File: config.mk
export PLATFORM = sky130hd
export DESIGN_NAME = fsprx_top
export DESIGN_NICKNAME = d
export VERILOG_FILES = /design/src/fsprx_pkg.sv /design/src/fsprx_fifo.sv /design/src/fsprx_sync.sv /design/src/fsprx_top.sv
export VERILOG_INCLUDE_DIRS = /design/src
export SDC_FILE = /design/constraint.sdc
export NUM_CORES = 1
export LEC_CHECK = 0
export ABC_AREA = 1
export ABC_CLOCK_PERIOD_IN_PS = 4300
export BUFFER_PORTS_ARGS = -buffer_cell sky130_fd_sc_hd__buf_2
export CAP_MARGIN = 0
export CORE_UTILIZATION = 60
export CTS_BUF_LIST = sky130_fd_sc_hd__clkbuf_4 sky130_fd_sc_hd__clkbuf_8 sky130_fd_sc_hd__clkbuf_16
export DETAILED_ROUTE_END_ITERATION = 6
export PLACE_DENSITY = 0.8
export SYNTH_ARGS = -nofsm -noshare
export SYNTH_HDL_FRONTEND = slang
export SYNTH_SLANG_ARGS = --single-unit
File: constraint.sdc
create_clock -name CLK -period 4.3 [get_ports CLK]
set_clock_uncertainty 0.1 [all_clocks]
set_input_delay 0.645 -clock CLK [delete_from_list [all_inputs] [get_ports CLK]]
set_output_delay 0.645 -clock CLK [all_outputs]
set_load 0.02 [all_outputs]
File: src/fsprx_defines.svh
// Register map, field positions, reset values and timing counts of the serial receiver
`ifndef FSPRX_DEFINES_SVH
`define FSPRX_DEFINES_SVH

// ==========================================================
// Register byte addresses
`define FSPRX_ADDR_MODE 32'hfffe9800
`define FSPRX_ADDR_BAUD 32'hfffe9804
`define FSPRX_ADDR_CTRL 32'hfffe9808
`define FSPRX_ADDR_FLAGS 32'hfffe9810
`define FSPRX_ADDR_DATA 32'hfffe9814
`define FSPRX_ADDR_MASK 32'hfffe9818
`define FSPRX_ADDR_STBY 32'hfffe040c

// ==========================================================
// Field positions
`define FSPRX_MODE_SYNC 7
`define FSPRX_MODE_CHR 6
`define FSPRX_MODE_PE 5
`define FSPRX_MODE_ODD 4
`define FSPRX_MODE_STOP 3
`define FSPRX_MODE_CKS 1:0
`define FSPRX_CTRL_RIE 6
`define FSPRX_CTRL_RE 4
`define FSPRX_CTRL_CKE 1:0
`define FSPRX_CTRL_EXTCK 1
`define FSPRX_STBY_MSTP 4
`define FSPRX_FLAG_ORER 0
`define FSPRX_FLAG_FER 1
`define FSPRX_FLAG_PER 2
`define FSPRX_FLAG_BRK 3
`define FSPRX_FLAG_RDF 4
`define FSPRX_FLAG_CNT 12:8

// ==========================================================
// Reset values
`define FSPRX_MODE_RST 16'h0000
`define FSPRX_BAUD_RST 8'hff
`define FSPRX_CTRL_RST 16'h0000
`define FSPRX_FLAGS_RST 5'h00
`define FSPRX_MASK_RST 5'h1f
`define FSPRX_STBY_RST 8'hff

// ==========================================================
// Timing: 200 MHz * 48 / 125 = 76.8 MHz base; 76.8 MHz / 125 = 16 x 38400
`define FSPRX_FRAC_STEP 8'h30
`define FSPRX_FRAC_MOD 8'h7d
`define FSPRX_PRE_DIV1 6'h00
`define FSPRX_PRE_DIV4 6'h03
`define FSPRX_PRE_DIV16 6'h0f
`define FSPRX_PRE_DIV64 6'h3f
`define FSPRX_OVS_LAST 4'hf
`define FSPRX_MID_LAST 4'h7
`define FSPRX_BITS8_LAST 3'h7
`define FSPRX_BITS7_LAST 3'h6

// ==========================================================
// Receive FIFO
`define FSPRX_FIFO_DEPTH 16
`define FSPRX_FIFO_FULLCNT 5'h10
`define FSPRX_RDF_TRIG 5'h08

`endif

File: src/fsprx_pkg.sv
// Types shared by the serial receiver modules
package fsprx_pkg;

    typedef enum logic [2:0] {
        FSPRX_IDLE,
        FSPRX_START,
        FSPRX_DATA,
        FSPRX_PARITY,
        FSPRX_STOP
    } fsprx_state_t;

    typedef struct packed {
        logic [7:0] data;
        logic perr;
        logic ferr;
    } fsprx_char_t;

endpackage

File: src/fsprx_fifo.sv
// Sixteen-entry receive character FIFO
`timescale 1ns/1ps
`include "fsprx_defines.svh"
module fsprx_fifo
    import fsprx_pkg::*;
(
    input wire logic clk,
    input wire logic reset,
    input wire logic push,
    input fsprx_char_t wdata,
    input wire logic pop,
    output fsprx_char_t rdata,
    output logic full,
    output logic empty,
    output logic [4:0] count
);
    fsprx_char_t mem [`FSPRX_FIFO_DEPTH];
    logic [3:0] wp;
    logic [3:0] rp;

    wire do_push = push & ~full;
    wire do_pop = pop & ~empty;

    assign full = (count == `FSPRX_FIFO_FULLCNT);
    assign empty = (count == 5'h00);
    assign rdata = mem[rp];

    always_ff @(posedge clk) begin
        if (do_push) begin
            mem[wp] <= wdata;
        end
    end

    always_ff @(posedge clk) begin
        if (reset) begin
            wp <= 4'h0;
            rp <= 4'h0;
            count <= 5'h00;
        end else begin
            wp <= wp + 4'(do_push);
            rp <= rp + 4'(do_pop);
            count <= count + 5'(do_push) - 5'(do_pop);
        end
    end
endmodule

File: src/fsprx_sync.sv
// Two-stage synchroniser for pin inputs
`timescale 1ns/1ps
module fsprx_sync #(
    parameter int W = 1,
    parameter logic [W-1:0] RV = '0
) (
    input wire logic clk,
    input wire logic reset,
    input wire logic [W-1:0] d,
    output logic [W-1:0] q
);
    logic [W-1:0] meta;

    always_ff @(posedge clk) begin
        if (reset) begin
            meta <= RV;
            q <= RV;
        end else begin
            meta <= d;
            q <= meta;
        end
    end
endmodule

File: src/fsprx_top.sv
// Asynchronous serial receiver with FIFO and APB register file
//
// Design decision made here: the APB register port.
`timescale 1ns/1ps
`include "fsprx_defines.svh"

// Summary of operation
// - Mode bit zero selects asynchronous framing
// - Length bit zero gives eight data bits
// - Parity enable zero skips parity bit
// - Stop bit zero means one stop
// - Divisor 124 at clock select zero: 38400
// - Receive interrupt enable gates full and error
// - Receive only while receive enable is one
// - Clock enable zero uses internal baud clock
// - Writing zero to flags clears them all; a flag set in that cycle, and RDF while eight or more wait, stay set
// - Module stop bit must be zero to run
// - Idle high, start low, LSB first, stop high
// - Sixteen-entry receive FIFO buffers characters
// - Detect framing, parity, overrun and break
// - Bit timing from sixteen-times bit clock
module fsprx_top
    import fsprx_pkg::*;
(
    input wire logic CLK,
    input wire logic RESET,
    input wire logic PSEL,
    input wire logic PENABLE,
    input wire logic PWRITE,
    input wire logic [31:0] PADDR,
    input wire logic [31:0] PWDATA,
    output logic [31:0] PRDATA,
    output logic PREADY,
    output logic PSLVERR,
    input wire logic SERIAL_RX_LINE,
    input wire logic SCK_IN,
    output logic IRQ
);
    // ==========================================================
    // Registers
    logic [15:0] serial_frame_mode;
    logic [7:0] baud_divisor;
    logic [15:0] serial_control;
    logic [4:0] serial_flags;
    logic [4:0] irq_mask;
    logic [7:0] standby_control_four;

    // ==========================================================
    // Bus decode
    wire setup = PSEL & ~PENABLE;
    wire access = PSEL & PENABLE;
    wire wr = access & PWRITE;
    wire hit_mode = (PADDR == `FSPRX_ADDR_MODE);
    wire hit_baud = (PADDR == `FSPRX_ADDR_BAUD);
    wire hit_ctrl = (PADDR == `FSPRX_ADDR_CTRL);
    wire hit_flags = (PADDR == `FSPRX_ADDR_FLAGS);
    wire hit_data = (PADDR == `FSPRX_ADDR_DATA);
    wire hit_mask = (PADDR == `FSPRX_ADDR_MASK);
    wire hit_stby = (PADDR == `FSPRX_ADDR_STBY);
    wire hit_any = hit_mode | hit_baud | hit_ctrl | hit_flags | hit_data
        | hit_mask | hit_stby;

    // Zero-wait slave: read data is captured in the setup cycle
    assign PREADY = 1'b1;

    // ==========================================================
    // Configuration fields
    wire sync_mode = serial_frame_mode[`FSPRX_MODE_SYNC];
    wire chr7 = serial_frame_mode[`FSPRX_MODE_CHR];
    wire par_en = serial_frame_mode[`FSPRX_MODE_PE];
    wire par_odd = serial_frame_mode[`FSPRX_MODE_ODD];
    wire [1:0] baud_clock_select = serial_frame_mode[`FSPRX_MODE_CKS];
    wire receive_irq_enable = serial_control[`FSPRX_CTRL_RIE];
    wire re = serial_control[`FSPRX_CTRL_RE];
    wire ext_clk = serial_control[`FSPRX_CTRL_EXTCK];
    wire mstp = standby_control_four[`FSPRX_STBY_MSTP];

    // Receiver runs only in async mode, enabled and out of standby
    wire run = ~mstp & re & ~sync_mode;

    // ==========================================================
    // Pin synchronisers
    logic rx;
    logic sck;

    fsprx_sync #(.W(1), .RV(1'b1)) u_rx_sync (
        .clk(CLK),
        .reset(RESET),
        .d(SERIAL_RX_LINE),
        .q(rx)
    );

    fsprx_sync #(.W(1), .RV(1'b0)) u_sck_sync (
        .clk(CLK),
        .reset(RESET),
        .d(SCK_IN),
        .q(sck)
    );

    // ==========================================================
    // Baud-rate generator
    logic [7:0] frac_acc;
    logic [5:0] pre_cnt;
    logic [7:0] brr_cnt;
    logic sck_prev;

    wire [7:0] frac_sum = frac_acc + `FSPRX_FRAC_STEP;
    wire frac_wrap = (frac_sum >= `FSPRX_FRAC_MOD);
    wire [7:0] next_frac = frac_wrap ? frac_sum - `FSPRX_FRAC_MOD : frac_sum;
    wire [5:0] pre_last = (baud_clock_select == 2'h0) ? `FSPRX_PRE_DIV1 :
                          (baud_clock_select == 2'h1) ? `FSPRX_PRE_DIV4 :
                          (baud_clock_select == 2'h2) ? `FSPRX_PRE_DIV16 : `FSPRX_PRE_DIV64;
    wire pre_en = frac_wrap & (pre_cnt == pre_last);
    wire int_tick = pre_en & (brr_cnt == baud_divisor);
    wire sck_rise = sck & ~sck_prev;
    // External clock is sampled, so it must stay well below CLK / 4
    wire tick = ext_clk ? sck_rise : int_tick;

    always_ff @(posedge CLK) begin
        if (RESET | ~run) begin
            frac_acc <= 8'h00;
            pre_cnt <= 6'h00;
            brr_cnt <= 8'h00;
        end else begin
            frac_acc <= next_frac;
            if (frac_wrap) begin
                pre_cnt <= (pre_cnt == pre_last) ? 6'h00 : pre_cnt + 6'h01;
            end
            if (pre_en) begin
                brr_cnt <= (brr_cnt == baud_divisor) ? 8'h00 : brr_cnt + 8'h01;
            end
        end
    end

    always_ff @(posedge CLK) begin
        if (RESET) begin
            sck_prev <= 1'b0;
        end else begin
            sck_prev <= sck;
        end
    end

    // ==========================================================
    // Receive state machine
    fsprx_state_t state;
    logic [3:0] ovs;
    logic [2:0] bitn;
    logic [7:0] shreg;
    logic par_bit;
    logic rx_prev;

    wire bit_end = tick & (ovs == `FSPRX_OVS_LAST);
    wire [2:0] bits_last = chr7 ? `FSPRX_BITS7_LAST : `FSPRX_BITS8_LAST;
    wire [7:0] rx_data = chr7 ? {1'b0, shreg[7:1]} : shreg;
    wire rx_perr = par_en & ((^rx_data ^ par_bit) != par_odd);
    wire rx_brk = ~rx & (rx_data == 8'h00) & (~par_en | ~par_bit);
    wire stop_done = (state == FSPRX_STOP) & bit_end;

    fsprx_char_t rx_char;
    assign rx_char.data = rx_data;
    assign rx_char.perr = rx_perr;
    assign rx_char.ferr = ~rx;

    always_ff @(posedge CLK) begin
        if (RESET | ~run) begin
            state <= FSPRX_IDLE;
            ovs <= 4'h0;
            bitn <= 3'h0;
            shreg <= 8'h00;
            par_bit <= 1'b0;
            rx_prev <= 1'b1;
        end else if (tick) begin
            rx_prev <= rx;
            ovs <= ovs + 4'h1;
            unique case (state)
                FSPRX_IDLE: begin
                    ovs <= 4'h0;
                    if (rx_prev & ~rx) begin
                        state <= FSPRX_START;
                    end
                end
                FSPRX_START: begin
                    if (ovs == `FSPRX_MID_LAST) begin
                        ovs <= 4'h0;
                        bitn <= 3'h0;
                        // Glitch shorter than half a bit is dropped
                        state <= rx ? FSPRX_IDLE : FSPRX_DATA;
                    end
                end
                FSPRX_DATA: begin
                    if (ovs == `FSPRX_OVS_LAST) begin
                        shreg <= {rx, shreg[7:1]};
                        bitn <= bitn + 3'h1;
                        if (bitn == bits_last) begin
                            state <= par_en ? FSPRX_PARITY : FSPRX_STOP;
                        end
                    end
                end
                FSPRX_PARITY: begin
                    if (ovs == `FSPRX_OVS_LAST) begin
                        par_bit <= rx;
                        state <= FSPRX_STOP;
                    end
                end
                FSPRX_STOP: begin
                    // Only the first stop bit is checked; a second one reads as idle
                    if (ovs == `FSPRX_OVS_LAST) begin
                        state <= FSPRX_IDLE;
                    end
                end
            endcase
        end
    end

    // ==========================================================
    // Receive FIFO
    fsprx_char_t head;
    logic fifo_full;
    logic fifo_empty;
    logic [4:0] fifo_count;

    logic rd_live;

    wire rd_data = access & ~PWRITE & hit_data & rd_live;

    fsprx_fifo u_fifo (
        .clk(CLK),
        .reset(RESET),
        .push(stop_done),
        .wdata(rx_char),
        .pop(rd_data),
        .rdata(head),
        .full(fifo_full),
        .empty(fifo_empty),
        .count(fifo_count)
    );

    // ==========================================================
    // Status flags: hardware set wins over a software clear
    logic [4:0] flag_set;
    assign flag_set[`FSPRX_FLAG_ORER] = stop_done & fifo_full;
    assign flag_set[`FSPRX_FLAG_FER] = stop_done & ~rx;
    assign flag_set[`FSPRX_FLAG_PER] = stop_done & rx_perr;
    assign flag_set[`FSPRX_FLAG_BRK] = stop_done & rx_brk;
    assign flag_set[`FSPRX_FLAG_RDF] = (fifo_count >= `FSPRX_RDF_TRIG);

    wire wr_flags = wr & hit_flags;
    wire [4:0] clr_bits = (PWDATA[15:0] == 16'h0000) ? 5'h1f : PWDATA[4:0];
    wire [4:0] flag_clr = wr_flags ? clr_bits : 5'h00;
    wire [4:0] next_flags = (serial_flags & ~flag_clr) | flag_set;

    // All requests, error and break included, need the receive interrupt enable
    assign IRQ = receive_irq_enable & |(serial_flags & irq_mask);

    // ==========================================================
    // Register writes
    always_ff @(posedge CLK) begin
        if (RESET) begin
            serial_frame_mode <= `FSPRX_MODE_RST;
            baud_divisor <= `FSPRX_BAUD_RST;
            serial_control <= `FSPRX_CTRL_RST;
            serial_flags <= `FSPRX_FLAGS_RST;
            irq_mask <= `FSPRX_MASK_RST;
            standby_control_four <= `FSPRX_STBY_RST;
        end else begin
            serial_flags <= next_flags;
            if (wr & hit_mode) begin
                serial_frame_mode <= PWDATA[15:0];
            end
            if (wr & hit_baud) begin
                baud_divisor <= PWDATA[7:0];
            end
            if (wr & hit_ctrl) begin
                serial_control <= PWDATA[15:0];
            end
            if (wr & hit_mask) begin
                irq_mask <= PWDATA[4:0];
            end
            if (wr & hit_stby) begin
                standby_control_four <= PWDATA[7:0];
            end
        end
    end

    // ==========================================================
    // Read data, captured in the setup cycle
    wire [31:0] flags_word = {19'h0, fifo_count, 3'h0, serial_flags};
    wire [31:0] data_word = fifo_empty ? 32'h0 :
        {22'h0, head.perr, head.ferr, head.data};
    wire [31:0] next_prdata =
        hit_mode ? {16'h0, serial_frame_mode} :
        hit_baud ? {24'h0, baud_divisor} :
        hit_ctrl ? {16'h0, serial_control} :
        hit_flags ? flags_word :
        hit_data ? data_word :
        hit_mask ? {27'h0, irq_mask} :
        hit_stby ? {24'h0, standby_control_four} : 32'h0;

    always_ff @(posedge CLK) begin
        if (RESET) begin
            PRDATA <= 32'h0;
            PSLVERR <= 1'b0;
            rd_live <= 1'b0;
        end else if (setup) begin
            PRDATA <= next_prdata;
            PSLVERR <= ~hit_any;
            // Pop only a character that was shown, so a push during setup is not lost
            rd_live <= ~fifo_empty;
        end
    end
endmodule

==> impl_metrics.json <==
{
  "status": "finished with violations",
  "violations": "DRC",
  "final_core_util_pct": 68.9,
  "final.setup.tns_ns": 0,
  "vdd_ir_drop_max_mv": 0.288,
  "final_net_count": 1708,
  "path_clk_slew_ns": 0.06,
  "final-hold-violation-count": 0,
  "cts_max_level": 1,
  "rsz0062_at_grt": "false",
  "ys_seq_elements": 296,
  "synth_top_family_by_area": "simple AND/OR/NAND/NOR gates",
  "crit_required_ns": 4.63,
  "synth_top_area_share_pct": 35.3,
  "die_w_um": 153,
  "routed_via_density": 5.73,
  "cellPowerDensity_nw_per_um2": 377,
  "post_cts_buffers": 0,
  "avgSynthCellArea_um2": 8.82,
  "r2r_end": "u_fifo.count[4]",
  "portBuffers": 72,
  "start_util_pct": 61.7,
  "worstSkewPairLatency_ns": 0.55,
  "worst_slack_ns": 0.627,
  "multi_input_area_um2": 5130,
  "drc": 15,
  "cp.arrival_ns": 4.01,
  "synthArstFlopShare_pct": 0,
  "grt_pass1_vias": 10237,
  "rr_worst_depth": 18,
  "synthCells": 1542,
  "ys_seq_area_share_pct": 55.4,
  "cts_made_buffers": 29,
  "leakage_uw": 0.00628,
  "layout-drive-gt1-share_pct": 11.6,
  "drtAntennaViolNets": 0,
  "crit_type": "flop to flop",
  "drv_cap": 0,
  "synth_flop_cell": "edfxtp_1",
  "ioPinCount": 106,
  "fin_crit_sh_pct": 85.4,
  "synth_edf_count": 160,
  "drt_first_pass_iters": 7,
  "grt_max_degree": 92,
  "yosys.area.top_type": "edfxtp_1",
  "die_area_um2": 23300,
  "vias": 10964,
  "wl_per_cell_um": 17.3,
  "slew_violations": 0,
  "finalWeightedCongestion": 0.927,
  "yosys.area_share.xor_xnor_pct": 1.21,
  "synthMuxAreaShare_pct": 0,
  "die_h_um": 153,
  "grt_pass1_wl_um": 52100,
  "num_rows": 54,
  "hold_end": "u_rx_sync.meta",
  "track_usage_pct": 28.3,
  "cts-root-buf": "clkbuf_16",
  "power_uw": 5720,
  "tritoncts": "built",
  "ys_warn_count": 0,
  "whs_ns": 0.171,
  "worstHoldPathCells": 2,
  "drt_wl_total_um": 33100,
  "synth_area_leaders": "edfxtp_1 (35%), dfxtp_1 (20%), nand2_1 (8.5%)",
  "diodes": 0,
  "r2r_start": "frac_acc[4]",
  "fill_cells": 1651,
  "hp-start": "SERIAL_RX_LINE",
  "cts_sinks": 296,
  "cp-end-kind": "flop",
  "fp.coreArea_um2": 22000,
  "worstMarginPinSlew_ns": 1.25,
  "hp-class": "input port to flop",
  "cts.path.max_buffers": 3,
  "grt_overflow_total": 0,
  "initialDrtViolationCount": 1017,
  "slew_headroom_pct": 16.2,
  "synthAdderAreaFrac_pct": 2.36,
  "crit_fanout": 12,
  "fin_crit_ns": 3.67,
  "syn_area_um2": 13600,
  "fmax_ghz": 0.272,
  "pre_cts_ws_ns": 0.509,
  "hpwl_um": 21600,
  "r2r_setup_slack_ns": 0.63,
  "synth_cell_types": 49,
  "critPathLaunchType": "flop",
  "setup_viol": 0,
  "synth-simple-area-share_pct": 21.2,
  "final-seq-area_um2": 7530,
  "cts_hold_buf": 0,
  "antenna_found_initial": 0,
  "synth_compound_area_share_pct": 12.5,
  "cts_resized": 0,
  "areaGrowthSynthToFinish_pct": 11.7
}
[metrics by stage]
| step | cell area, um2 | std cells |
|---|---|---|
| 6_report | 15200 | 1915 |
| 3_3_place_gp | 14200 | 1861 |
| 2_1_floorplan | 13700 | 1557 |
| 4_1_cts | 15200 | 1915 |
| 5_1_grt | 15200 | 1915 |
| 3_5_place_dp | 14200 | 1861 |
[final cells by class]
cell class	count	share of cell area [%]
well taps	280	2.31
inverters	154	3.84
clock inverters	11	0.725
repair buffers	102	3.86
multi-input cells	1029	33.8
clock buffers	43	5.88
flip-flops and latches	296	49.6
[cells in the final DEF, fill, tap and decap left out, types with 9 or more instances in the layout]
cell,netlist,routed
nand3_1,92,92
inv_1,148,148
a21oi_1,119,119
xor2_1,9,9
o211ai_1,43,43
dfxtp_1,136,135
conb_1,2,17
edfxtp_1,160,160
nor2_1,175,175
buf_4,18,30
clkbuf_8,0,10
ha_1,24,24
nand4_1,20,20
o21ai_0,129,129
clkbuf_16,0,29
buf_2,16,72
nor3_1,20,20
nand2_1,308,308
[Yosys cell counts, types with 3 or more instances]
cell type,count
nor2_4,3
nor2_1,175
edfxtp_1,160
xor2_1,9
or2_2,6
nand2_1,308
a21boi_0,6
buf_6,4
nor3_1,20
buf_2,16
nor4_1,7
o21ai_1,3
inv_1,148
nor2_2,4
clkbuf_1,37
dfxtp_1,136
buf_4,18
o21ai_0,129
buf_1,3
nand4_1,20
nor2_8,3
a21oi_1,119
nor3b_1,3
nand3_1,92
nand3b_1,3
o211ai_1,43
ha_1,24
xnor2_1,8
nand3_2,8
[state kept, by name, indices dropped and copies added, names as in the netlist, 6 cells and up]
signal / count
PRDATA: 16
baud_divisor: 8
brr_cnt: 8
frac_acc: 8
pre_cnt: 6
serial_control: 16
serial_frame_mode: 16
shreg: 8
standby_control_four: 8
u_fifo.mem: 160
[per-layer routing]
layer  share of wire, %  track usage [%]
met5                  0                0
met3                9.0             3.84
met1                 41             38.7
met2                 46             45.7
met4                3.6             11.7
[cell families (layout without fill, tap and decap cells)]
group,Yosys count,in the layout
other,2,17
flip-flops,296,296
AO/OA/AOI/OAI,310,310
buffers and inverters,232,310
AND/OR/NAND/NOR,659,659
adder cells (fa/ha/maj),25,25
XOR/XNOR,18,18
[report_power, final]
group / switching, uW / internal, uW
Sequential: 4.39 / 2960
Clock: 1070 / 1550
Combinational: 93.3 / 37.4
[worst max-delay path, cell delays in order, from the launching register on]
cell and delay, ns:
dfxtp_1 0.41, inv_1 0.11, ha_1 0.24, xnor2_2 0.20
nand2_1 0.08, nor2_1 0.09, nor2b_1 0.17, nor2_8 0.18
nand3_2 0.08, nand2_2 0.24, nand3_2 0.20, nor2_4 0.24
ha_1 0.22, inv_1 0.06, fa_1 0.40, nor3_1 0.20
a211oi_1 0.08, o21ai_0 0.17, a21oi_1 0.07
[how the worst max path moves through the flow]
stage / from / endpoint / slack [ns] / cells past startpoint
floorplan: PADDR[25] / u_fifo.count[4] / 1.15 / 16
global placement: PADDR[0] / u_fifo.count[4] / 0.62 / 17
detailed placement: PADDR[1] / u_fifo.count[4] / 0.51 / 17
CTS: frac_acc[4] / u_fifo.count[4] / 0.68 / 18
global route: frac_acc[4] / u_fifo.count[4] / 0.41 / 18
finish: frac_acc[4] / u_fifo.count[4] / 0.63 / 18
Note: power is estimated with default switching activity, not from simulation.
